`src/core/psc_regs.vh`:
```
// constants for the passive serial configuration loader
// assumes a 25 MHz core clock; times kept in printed units
// Notes on behaviour
// - user mode: lines high; request low reconfigures
// - status held low through power-on delay
// - complete line low until data accepted
// - request low pulls complete, status low quickly
// - status low between ten and hundred us
// - status released within 100 us after request
// - data sampled on serial clock rising edge
// - internal oscillator start-up takes 20-40 us
// - user clock accepted four clock periods later
// - 299 user clock cycles then user mode
// - data pin becomes user pin afterwards
// - error pulls status low, resets internally
// - good data releases complete line, start-up
`ifndef PSC_REGS_VH
`define PSC_REGS_VH

`define PSC_CLK_KHZ        25000
`define PSC_CLK_NS         40
`define PSC_POR_MIN_MS     12
`define PSC_POR_CYCLES     (`PSC_POR_MIN_MS * `PSC_CLK_KHZ)
`define PSC_STATUS_MIN_US  10
`define PSC_STATUS_CYCLES  ((`PSC_STATUS_MIN_US * `PSC_CLK_KHZ + 999) / 1000)
`define PSC_CD2UM_MIN_US   20
`define PSC_CD2UM_CYCLES   ((`PSC_CD2UM_MIN_US * `PSC_CLK_KHZ + 999) / 1000)
`define PSC_SERIAL_CONFIG_CLOCK_MAX_NS    10
`define PSC_CD2CU_PERIODS  4
`define PSC_CD2CU_CYCLES   ((`PSC_CD2CU_PERIODS * `PSC_SERIAL_CONFIG_CLOCK_MAX_NS + `PSC_CLK_NS - 1) / `PSC_CLK_NS)
`define PSC_USR_CYCLES     299
`define PSC_CNT_W          20

`endif

```
`src/core/psc_loader.v`:
```
// device end of the passive serial configuration interface
// pins arrive asynchronously; open-drain lines resolved outside
`timescale 1ns/1ps
`default_nettype none
`include "psc_regs.vh"

module psc_loader #(
    parameter                 CFG_BITS     = 64,
    parameter                 AUTO_RESTART = 1,
    parameter [`PSC_CNT_W-1:0] POR_CYCLES  = `PSC_POR_CYCLES
) (
    // clock and reset
    input  wire               clk,
    input  wire               reset,
    // host-driven pins
    input  wire               config_req_n,
    input  wire               serial_config_clock,
    input  wire               serial_data,
    input  wire               user_startup_clock,
    // start-up option strap
    input  wire               use_user_clock,
    // open-drain status line
    input  wire               status_n_in,
    output wire               status_n_out,
    output wire               status_n_oe,
    // open-drain configuration-complete line
    input  wire               conf_done_in,
    output wire               conf_done_out,
    output wire               conf_done_oe,
    // user side
    output wire               user_mode,
    output wire               user_data,
    output wire               cfg_error
);

    localparam [6:0] S_POR   = 7'h01;
    localparam [6:0] S_RST   = 7'h02;
    localparam [6:0] S_CFG   = 7'h04;
    localparam [6:0] S_CD2CU = 7'h08;
    localparam [6:0] S_INIT  = 7'h10;
    localparam [6:0] S_USER  = 7'h20;
    localparam [6:0] S_ERR   = 7'h40;

    localparam [`PSC_CNT_W-1:0] STATUS_CYC = `PSC_STATUS_CYCLES;
    localparam [`PSC_CNT_W-1:0] CD2UM_CYC  = `PSC_CD2UM_CYCLES;
    localparam [`PSC_CNT_W-1:0] CD2CU_CYC  = `PSC_CD2CU_CYCLES;
    localparam [`PSC_CNT_W-1:0] USR_CYC    = `PSC_USR_CYCLES;
    localparam [`PSC_CNT_W-1:0] BITS_CYC   = CFG_BITS;

    // accepted level changes only when stages two and three agree
    function filt;
        input s2;
        input s3;
        input lvl;
        begin
            filt = (s2 == s3) ? s3 : lvl;
        end
    endfunction

    reg  [2:0]            req_s_ff;
    reg  [2:0]            sck_s_ff;
    reg  [2:0]            dat_s_ff;
    reg  [2:0]            usr_s_ff;
    reg  [2:0]            opt_s_ff;
    reg  [2:0]            sts_s_ff;
    reg                   req_ff;
    reg                   sck_ff;
    reg                   dat_ff;
    reg                   usr_ff;
    reg                   opt_ff;
    reg                   sts_ff;
    reg  [6:0]            state_ff;
    reg  [6:0]            nxt_state;
    reg  [`PSC_CNT_W-1:0] cnt_ff;
    reg  [`PSC_CNT_W-1:0] nxt_cnt;
    reg                   par_ff;
    reg                   nxt_par;
    reg                   status_oe_ff;
    reg                   done_oe_ff;
    reg                   user_mode_ff;
    reg                   user_data_ff;
    reg                   err_ff;
    reg                   nxt_err;

    wire req_lvl = filt(req_s_ff[1], req_s_ff[2], req_ff);
    wire sck_lvl = filt(sck_s_ff[1], sck_s_ff[2], sck_ff);
    wire dat_lvl = filt(dat_s_ff[1], dat_s_ff[2], dat_ff);
    wire usr_lvl = filt(usr_s_ff[1], usr_s_ff[2], usr_ff);
    wire opt_lvl = filt(opt_s_ff[1], opt_s_ff[2], opt_ff);
    wire sts_lvl = filt(sts_s_ff[1], sts_s_ff[2], sts_ff);
    wire req_fall = req_ff & ~req_lvl;
    wire sck_rise = ~sck_ff & sck_lvl;
    wire usr_rise = ~usr_ff & usr_lvl;

    always @(posedge clk) begin
        if (reset) begin
            req_s_ff <= 3'h7;
            sck_s_ff <= 3'h0;
            dat_s_ff <= 3'h0;
            usr_s_ff <= 3'h0;
            opt_s_ff <= 3'h0;
            sts_s_ff <= 3'h0;
            sts_ff   <= 1'b0;
            req_ff   <= 1'b1;
            sck_ff   <= 1'b0;
            dat_ff   <= 1'b0;
            usr_ff   <= 1'b0;
            opt_ff   <= 1'b0;
        end else begin
            req_s_ff <= {req_s_ff[1:0], config_req_n};
            sck_s_ff <= {sck_s_ff[1:0], serial_config_clock};
            dat_s_ff <= {dat_s_ff[1:0], serial_data};
            usr_s_ff <= {usr_s_ff[1:0], user_startup_clock};
            opt_s_ff <= {opt_s_ff[1:0], use_user_clock};
            sts_s_ff <= {sts_s_ff[1:0], status_n_in};
            sts_ff   <= sts_lvl;
            req_ff   <= req_lvl;
            sck_ff   <= sck_lvl;
            dat_ff   <= dat_lvl;
            usr_ff   <= usr_lvl;
            opt_ff   <= opt_lvl;
        end
    end

    always @* begin
        nxt_state = state_ff;
        nxt_cnt   = cnt_ff;
        nxt_par   = par_ff;
        nxt_err   = err_ff;
        case (state_ff)
            S_POR: begin
                nxt_cnt = cnt_ff + 1'b1;
                if (cnt_ff >= POR_CYCLES - 1'b1) begin
                    nxt_state = S_RST;
                    nxt_cnt   = {`PSC_CNT_W{1'b0}};
                end
            end
            // status low for the minimum hold
            S_RST: begin
                if (cnt_ff < STATUS_CYC) begin
                    nxt_cnt = cnt_ff + 1'b1;
                end
                if (cnt_ff >= STATUS_CYC && req_lvl) begin
                    nxt_state = S_CFG;
                    nxt_cnt   = {`PSC_CNT_W{1'b0}};
                    nxt_par   = 1'b0;
                end
            end
            S_CFG: begin
                if (sck_rise) begin
                    nxt_cnt = cnt_ff + 1'b1;
                    nxt_par = par_ff ^ dat_lvl;
                    if (cnt_ff == BITS_CYC - 1'b1) begin
                        nxt_cnt = {`PSC_CNT_W{1'b0}};
                        if (par_ff ^ dat_lvl) begin
                            nxt_state = S_ERR;
                            nxt_err   = 1'b1;
                        end else begin
                            nxt_state = S_CD2CU;
                            nxt_err   = 1'b0;
                        end
                    end
                end
                // external error pulls status low; the synced line still
                // shows our own pull-down for a few cycles after release, so trust it
                // only once bits flow (host waits after status high)
                if (!sts_lvl && (sck_rise || cnt_ff != {`PSC_CNT_W{1'b0}})) begin
                    nxt_state = S_ERR;
                    nxt_cnt   = {`PSC_CNT_W{1'b0}};
                end
            end
            S_CD2CU: begin
                nxt_cnt = cnt_ff + 1'b1;
                if (cnt_ff >= CD2CU_CYC - 1'b1) begin
                    nxt_state = S_INIT;
                    nxt_cnt   = {`PSC_CNT_W{1'b0}};
                end
            end
            S_INIT: begin
                if (opt_lvl) begin
                    if (usr_rise) begin
                        nxt_cnt = cnt_ff + 1'b1;
                    end
                    if (usr_rise && cnt_ff == USR_CYC - 1'b1) begin
                        nxt_state = S_USER;
                    end
                end else begin
                    nxt_cnt = cnt_ff + 1'b1;
                    if (cnt_ff >= CD2UM_CYC - CD2CU_CYC - 1'b1) begin
                        nxt_state = S_USER;
                    end
                end
            end
            S_USER: begin
                nxt_cnt = {`PSC_CNT_W{1'b0}};
            end
            S_ERR: begin
                if (cnt_ff < STATUS_CYC) begin
                    nxt_cnt = cnt_ff + 1'b1;
                end
                if (cnt_ff >= STATUS_CYC && AUTO_RESTART != 0 && req_lvl) begin
                    nxt_state = S_CFG;
                    nxt_cnt   = {`PSC_CNT_W{1'b0}};
                    nxt_par   = 1'b0;
                end
            end
            default: begin
                nxt_state = S_POR;
                nxt_cnt   = {`PSC_CNT_W{1'b0}};
            end
        endcase
        // request low restarts from any state but power-on
        if (state_ff != S_POR && (req_fall || !req_lvl)) begin
            if (state_ff != S_RST || req_fall) begin
                nxt_cnt = {`PSC_CNT_W{1'b0}};
            end
            nxt_state = S_RST;
        end
    end

    always @(posedge clk) begin
        if (reset) begin
            state_ff     <= S_POR;
            cnt_ff       <= {`PSC_CNT_W{1'b0}};
            par_ff       <= 1'b0;
            err_ff       <= 1'b0;
            status_oe_ff <= 1'b1;
            done_oe_ff   <= 1'b1;
            user_mode_ff <= 1'b0;
            user_data_ff <= 1'b0;
        end else begin
            state_ff     <= nxt_state;
            cnt_ff       <= nxt_cnt;
            par_ff       <= nxt_par;
            err_ff       <= nxt_err;
            status_oe_ff <= (nxt_state == S_POR) || (nxt_state == S_RST) || (nxt_state == S_ERR);
            done_oe_ff   <= (nxt_state == S_POR) || (nxt_state == S_RST) ||
                            (nxt_state == S_CFG) || (nxt_state == S_ERR);
            user_mode_ff <= (nxt_state == S_USER);
            user_data_ff <= (nxt_state == S_USER) ? dat_lvl : 1'b0;
        end
    end

    // open-drain lines only ever pull low
    reg status_o_ff;
    reg done_o_ff;
    always @(posedge clk) begin
        status_o_ff <= 1'b0;
        done_o_ff   <= 1'b0;
    end

    assign status_n_out  = status_o_ff;
    assign status_n_oe   = status_oe_ff;
    assign conf_done_out = done_o_ff;
    assign conf_done_oe  = done_oe_ff;
    assign user_mode     = user_mode_ff;
    assign user_data     = user_data_ff;
    assign cfg_error     = err_ff;

endmodule
`default_nettype wire

```
`config.mk`:
```
export PLATFORM = sky130hd
export DESIGN_NAME = psc_loader
export DESIGN_NICKNAME = d
export VERILOG_FILES = /design/src/core/psc_loader.v
export VERILOG_INCLUDE_DIRS = /design/src /design/src/core
export SDC_FILE = /design/constraint.sdc
export NUM_CORES = 1
export LEC_CHECK = 0
export ABC_CLOCK_PERIOD_IN_PS = 6860
export BUFFER_PORTS_ARGS = -buffer_cell sky130_fd_sc_hd__buf_2
export CORE_AREA = 2 2 74 76
export DETAILED_ROUTE_END_ITERATION = 6
export DIE_AREA = 0 0 76 78
export HOLD_SLACK_MARGIN = 0.08
export PLACE_DENSITY = 0.83
export SETUP_SLACK_MARGIN = 0.4
export SLEW_MARGIN = 20
export SYNTH_ARGS = -nofsm -noshare
export SYNTH_HDL_FRONTEND = slang
export SYNTH_SLANG_ARGS = --single-unit
export TNS_END_PERCENT = 30
```
`constraint.sdc`:
```
create_clock -name clk -period 6.86 [get_ports clk]
set_input_delay 0.686 -clock clk [delete_from_list [all_inputs] [get_ports clk]]
set_output_delay 0.686 -clock clk [all_outputs]
set_load 0.02 [all_outputs]
```
==> metrics.md, run 1 <==
| Metric | Value |
|---|---|
| Outcome | `complete, no violations` |
| Ordered list of cells on the worst path | `or4_4, or3_1, a211oi_1, a311o_1, nor2b_1, o21ai_0, o31ai_1` |
| Syn Area/Cell | `8.57 µm²` |
| Max-slew violation count | `0` |
| Compound-Gate Fraction of Synth Area | `0.167` |
| Cell depth of the worst flop-to-flop path | `7` |
| GPL Wtd Cong | `0.867` |
| Critical Path AT | `3.28 ns` |
| Synth-to-layout area growth | `9.07%` |
| Worst setup endpoint | `cnt_ff[4]` |
| Power density cells | `251 mW/mm²` |
| Postcts setup bufs | `0` |
| R2r setup slk | `3.83 ns` |
| Worst Path Required | `7.10 ns` |
| Clk_lat worst skew | `0.34 ns` |
| Max Cap Viol | `0` |
| Post-Synthesis Cells | `330` |
| Grt ovf | `0` |
| Peak VDD IR | `0.000152 V` |
| Hold buffers post-CTS | `0` |
| TritonCTS clock tree | `built` |
| Adder-cell share of the synthesized area | `0.0274` |
| First-pass DRT Iterations | `6` |
| Clock sink count | `57` |
| Max clock buf depth | `2` |
| Initial DRC Count | `265` |
| Ports | `16` |
| Pin slew with the least headroom to its limit | `0.644 ns` |
| Detailed Route WL | `5660 µm` |
| # rows | `26` |
| Most used DFF post-synth | `dfxtp_1` |
| Vias in the first global route | `2019` |
| Die W | `76 µm` |
| First-pass GRT wire length | `9440 µm` |
| Core area | `0.00504 mm²` |
| Yosys Warn Count | `0` |
| Synth async-reset ratio | `0` |
| Post-CTS resize count | `0` |
| CP startpoint kind | `register` |
| Commonest non-fill, non-tap cell in the layout | `dfxtp_1` |
| TNS Setup | `0 ns` |
| CP Class | `reg -> reg` |
| P_leak | `1.07 nW` |
| R2r endpoint | `cnt_ff[4]` |
| RR Startpoint | `state_ff[5]` |
| ANT cells | `0` |
| CP endpoint kind | `register` |
| Fin cells | `409` |
| Simple-Gate Fraction of Synth Area | `0.339` |
| #FFs+latches synth | `57` |
| Routed vias | `2376` |
| Slowest stage delay, CP | `0.59 ns` |
| Layout net count | `346` |
| HPWL after DPL | `3890 µm` |
| Initial antenna violation count | `0` |
| Crit path from | `state_ff[5]` |
| CP max stage cell | `or4_4` |
| Mux share of post-synthesis cell area | `0` |
| Remaining routing DRC violations | `0` |
| Number of synthesized flops with an enable pin | `0` |
| Share of cells above drive strength 1 | `0.142` |
| Most frequent cells in the layout | `dfxtp_1, nand2_1, nor2b_1, a21oi_1, nor2_1` |
| Cell total after placement | `393` |
| Cell variety after synth | `60` |
| Crit-path max FO | `12` |
| Die height | `78 µm` |
| Final critical-path share of the clock period | `0.442` |
| Vias per cell | `5.81` |
| CTS buffer count | `9` |
| Final min period | `3.03 ns` |
| # setup viols final | `0` |
| Largest net degree at the start of global routing | `33` |
| Slew HR | `0.569` |
| Worst-path clk slew | `0.07 ns` |
| Register area share after synthesis | `0.404` |
| Hold Path Class | `reg -> reg` |
| Final Util | `0.611` |
| Peak Freq | `0.330 GHz` |
| Drt wl/cell | `13.8 µm` |
| Final number of hold-violating endpoints | `0` |
| Global-route usage over all layers | `0.201` |
| Main combinational cell family by area after synthesis | `simple AND/OR/NAND/NOR gates` |
| Detail Route Antenna Nets | `0` |
| Final Skew | `0.00762 ns` |
| # H-tree levels | `3` |
| Initial Util | `0.561` |
| RSZ-0062 raised after global routing | `no` |
| DIE AREA | `0.00593 mm²` |
| Netlist Area Pre-Place | `0.00283 mm²` |
| Port Buf Inserts | `12` |
| Synth Area in XOR/XNOR | `0.0155` |
| Clock Tree Root | `clkbuf_8` |
[routing by layer]
metal,share of wire,global-route usage
met1,0.48,0.256
met2,0.45,0.313
met3,0.049,0.0488
met4,0.022,0.115
met5,0,0
[worst min-delay path by stage]
| stage | slack (ns) | endpoint | from | cells past startpoint |
|---|---|---|---|---|
| floorplan | 0.39 | req_s_ff[1] | req_s_ff[0] | 1 |
| global placement | 0.39 | req_s_ff[1] | req_s_ff[0] | 1 |
| detailed placement | 0.42 | sck_s_ff[1] | sck_s_ff[0] | 1 |
| CTS | 0.44 | sck_s_ff[1] | sck_s_ff[0] | 1 |
| global route | 0.45 | req_s_ff[1] | req_s_ff[0] | 1 |
| finish | 0.44 | sck_s_ff[1] | sck_s_ff[0] | 1 |
[synth_stat cells, drive strengths merged (2+ instances only)]
master	n	area (µm²)
nand3	18	90.1
a21boi	2	15.0
maj3	4	40.0
and2	2	12.5
or4b	2	23.8
nand4	5	31.3
or3b	2	17.5
nor2b	22	138
nor3b	5	37.5
a211oi	3	22.5
nand3b	2	15.0
nor4	6	58.8
inv	4	15.0
and3	2	12.5
o31ai	2	15.0
a31oi	3	18.8
nor3	8	50.1
or2	11	68.8
nand2	28	105
a21oi	22	110
o211a	2	20.0
or3	14	92.6
clkbuf	7	26.3
nor2	22	82.6
nand2b	4	25.0
o211ai	2	15.0
o21ai	17	85.1
o311ai	4	35.0
a41oi	4	35.0
or4	6	52.6
xnor2	4	35.0
buf	13	88.8
and4	3	26.3
dfxtp	57	1140
ha	3	37.5
[power breakdown]
group / internal [mW] / total, mW / switching (mW) / leakage (nW)
registers: 0.341 / 0.352 / 0.0106 / 0.463
logic: 0.0302 / 0.0736 / 0.0434 / 0.489
clock network: 0.214 / 0.349 / 0.135 / 0.113
total: 0.585 / 0.774 / 0.189 / 1.07
[layout make-up]
type	instances	area, µm²
repair buffers	12	60.1
flip-flops and latches	57	1140
inverters	4	15.0
fillers	435	1960
well taps	70	87.6
clock buffers	11	141
multi-input cells	250	1560
clock inverters	5	78.8
[metrics by stage]
step / instance area, µm² / power, mW / hold slack (ns) / worst slack, ns
2_1_floorplan: 2830 / 0.420 / 0.389 / 4.42
3_3_place_gp: 2860 / 0.430 / 0.392 / 3.95
3_5_place_dp: 2860 / 0.432 / 0.420 / 3.88
4_1_cts: 3080 / 0.780 / 0.436 / 3.85
5_1_grt: 3080 / 0.805 / 0.447 / 3.63
6_report: 3080 / 0.774 / 0.435 / 3.83
[worst max-delay path: cells and delay by family (launching register included)]
kind | cells | cell delay [ns]
AND/OR/NAND/NOR | 3 | 1.59
AO/OA/AOI/OAI | 4 | 0.96
flip-flops | 1 | 0.38
[cell families after synthesis]
logic type / Yosys count
buf+inv: 24
fa+ha+maj: 7
other cells: 1
xor+xnor: 5
compound gates: 72
simple gates: 164
flops: 57
[sequential cells by signal, summed over array words and instances (netlist names), 3 cells and up]
register,flops
state_ff,7
req_s_ff,3
sts_s_ff,3
opt_s_ff,3
sck_s_ff,3
dat_s_ff,3
usr_s_ff,3
cnt_ff,20
Power figures use the tool's default switching activity.
==> inputs of run 2 (changes only) <==
--- a/config.mk
+++ b/config.mk
@@ -6,7 +6,7 @@
 export SDC_FILE = /design/constraint.sdc
 export NUM_CORES = 1
 export LEC_CHECK = 0
-export ABC_CLOCK_PERIOD_IN_PS = 6860
+export ABC_CLOCK_PERIOD_IN_PS = 2950
 export BUFFER_PORTS_ARGS = -buffer_cell sky130_fd_sc_hd__buf_2
 export CORE_AREA = 2 2 74 76
 export DETAILED_ROUTE_END_ITERATION = 6
==> constraint.sdc (replaced) <==
create_clock -name clk -period 2.95 [get_ports clk]
set_input_delay 0.295 -clock clk [delete_from_list [all_inputs] [get_ports clk]]
set_output_delay 0.295 -clock clk [all_outputs]
set_load 0.02 [all_outputs]
==> run 2 against run 1 <==
  * Sequential cell count did not move
  * Global-route usage rose by 1.3 points
  * Utilization rose by 4.5 points
  * Design area rose by 7.4%
  * Fmax rose by 21%
  * Hold slack got worse by 0.30 ns
  * Largest cell class unchanged
  * Largest power group is now clock
==> metrics.md, run 2 (synthesized netlist as in run 1, its figures left out) <==
| Metric | Value |
|---|---|
| P_leak | `1.17 nW (was 1.07 nW)` |
| Vias in the first global route | `2248 (was 2019)` |
| Share of cells above drive strength 1 | `0.237 (was 0.142)` |
| Power density cells | `584 mW/mm² (was 251 mW/mm²)` |
| CP max stage cell | `or4_4 (unchanged)` |
| Routed vias | `2517 (was 2376)` |
| TNS Setup | `0 ns (unchanged)` |
| Slew HR | `0.653 (was 0.569)` |
| Grt ovf | `0 (unchanged)` |
| Die height | `78 µm (unchanged)` |
| First-pass DRT Iterations | `4 (was 6)` |
| Initial antenna violation count | `0 (unchanged)` |
| # H-tree levels | `3 (unchanged)` |
| Max Cap Viol | `0 (unchanged)` |
| Cell total after placement | `399 (was 393)` |
| First-pass GRT wire length | `10100 µm (was 9440 µm)` |
| Detailed Route WL | `6210 µm (was 5660 µm)` |
| Largest net degree at the start of global routing | `33 (unchanged)` |
| CP endpoint kind | `register (unchanged)` |
| Peak Freq | `0.399 GHz (was 0.330 GHz)` |
| Largest register FFs | `20 (unchanged)` |
| ANT cells | `0 (unchanged)` |
| CP startpoint kind | `register (unchanged)` |
| # setup viols final | `0 (unchanged)` |
| Worst-path clk slew | `0.07 ns (about the same)` |
| Commonest non-fill, non-tap cell in the layout | `dfxtp_1 (unchanged)` |
| Max-slew violation count | `0 (unchanged)` |
| Tot Pwr | `1.93 mW (was 774 µW)` |
| Worst Path Buf+Inv | `0 (unchanged)` |
| GPL Wtd Cong | `0.883 (was 0.867)` |
| Hold Path Class | `in -> reg (was reg -> reg)` |
| Peak VDD IR | `0.000402 V (was 0.000152 V)` |
| Initial Util | `0.561 (unchanged)` |
| Final Util | `0.657 (was 0.611)` |
| Die W | `76 µm (unchanged)` |
| CP delay by family, top | `simple AND/OR/NAND/NOR gates (unchanged)` |
| Top reg by flops | `cnt_ff (unchanged)` |
| Clock sink count | `57 (unchanged)` |
| HPWL after DPL | `4180 µm (was 3890 µm)` |
| Clock Tree Root | `clkbuf_8 (unchanged)` |
| Pin slew with the least headroom to its limit | `0.520 ns (was 0.644 ns)` |
| DIE AREA | `0.00593 mm² (unchanged)` |
| Crit-path max FO | `7 (was 12)` |
| Hold buffers post-CTS | `0 (unchanged)` |
| Final number of hold-violating endpoints | `0 (unchanged)` |
| Fin cells | `420 (was 409)` |
| Synth-to-layout area growth | `17.2% (was 9.07%)` |
| Ports | `16 (unchanged)` |
| Final min period | `2.51 ns (was 3.03 ns)` |
| TritonCTS clock tree | `built (unchanged)` |
| Ordered list of cells on the worst path | `nor4_4, nand4_1, or2_2, o211ai_1, a21oi_2, or4_4, or2_1 (was or4_4, or3_1, a211oi_1, a311o_1, nor2b_1, o21ai_0, o31ai_1)` |
| Core area | `0.00504 mm² (unchanged)` |
| Initial DRC Count | `220 (was 265)` |
| PnR worst setup slack | `0.443 ns (was 3.83 ns)` |
| Critical Path AT | `2.74 ns (was 3.28 ns)` |
| Remaining routing DRC violations | `0 (unchanged)` |
| RSZ-0062 raised after global routing | `no (unchanged)` |
| # rows | `26 (unchanged)` |
| CP Class | `reg -> reg (unchanged)` |
| Clk_lat worst skew | `0.34 ns (about the same)` |
| Drt wl/cell | `14.8 µm (was 13.8 µm)` |
| Outcome | `complete, no violations (unchanged)` |
| Final Skew | `0.00981 ns (was 0.00762 ns)` |
| Layout net count | `357 (was 346)` |
| Vias per cell | `5.99 (was 5.81)` |
| Largest registers | `cnt_ff: 20 flops, state_ff: 7 flops (unchanged)` |
| Most frequent cells in the layout | `dfxtp_1, nand2_1, nor2b_1 (was dfxtp_1, nand2_1, nor2b_1, a21oi_1, nor2_1)` |
| CTS buffer count | `9 (unchanged)` |
| Max clock buf depth | `2 (unchanged)` |
| DP Area | `0.00291 mm² (was 0.00286 mm²)` |
| Slowest stage delay, CP | `0.42 ns (was 0.59 ns)` |
| Worst Path Required | `3.19 ns (was 7.10 ns)` |
| Hold Slack | `0.135 ns (was 0.435 ns)` |
| Fin area | `0.00331 mm² (was 0.00308 mm²)` |
| Detail Route Antenna Nets | `0 (unchanged)` |
| Global-route usage over all layers | `0.213 (was 0.201)` |
| Port Buf Inserts | `12 (unchanged)` |
| Final critical-path share of the clock period | `0.850 (was 0.442)` |
| Dpl ws | `0.327 ns (was 3.88 ns)` |
-- run 2: cell type report --
type,instances,area [µm²]
Tap cell,70,87.6
Clock inverter,5,103
Sequential cell,57,1160
Timing Repair Buffer,23,143
Multi-Input combinational cell,250,1660
Fill cell,410,1730
Inverter,4,15.0
Clock buffer,11,141
-- run 2: routing by layer --
| layer | vias to the layer above | routed length [µm] | global-route usage |
|---|---|---|---|
| met1 | 1189 | 2660 | 0.261 |
| li1 | 1229 | - | - |
| met2 | 82 | 2980 | 0.347 |
| met4 | 0 | 132 | 0.0909 |
| met3 | 17 | 430 | 0.0686 |
| met5 | - | 0 | 0 |
-- run 2: final timing paths --
path	start	to	slack, ns	depth (start not counted)
hold reg to reg	req_s_ff[0]	req_s_ff[1]	0.42	1
hold / removal	config_req_n	req_s_ff[0]	0.13	2
setup / recovery	cnt_ff[17]	conf_done_oe	0.44	7
setup reg to reg	cnt_ff[17]	conf_done_oe	0.44	7
-- run 2: report_power, final --
group / leakage, nW / total (mW) / internal (mW) / switching, mW
clock network: 0.120 / 0.895 / 0.583 / 0.312
registers: 0.469 / 0.815 / 0.792 / 0.0225
logic: 0.578 / 0.223 / 0.0999 / 0.123
total: 1.17 / 1.93 / 1.47 / 0.458
-- run 2: repair_timing --
action                     4_1_cts  5_1_grt
resized for setup                6       28
pin swaps                        3        8
gates cloned                     0        0
setup buffers                    1        4
setup endpoints to repair        7       11
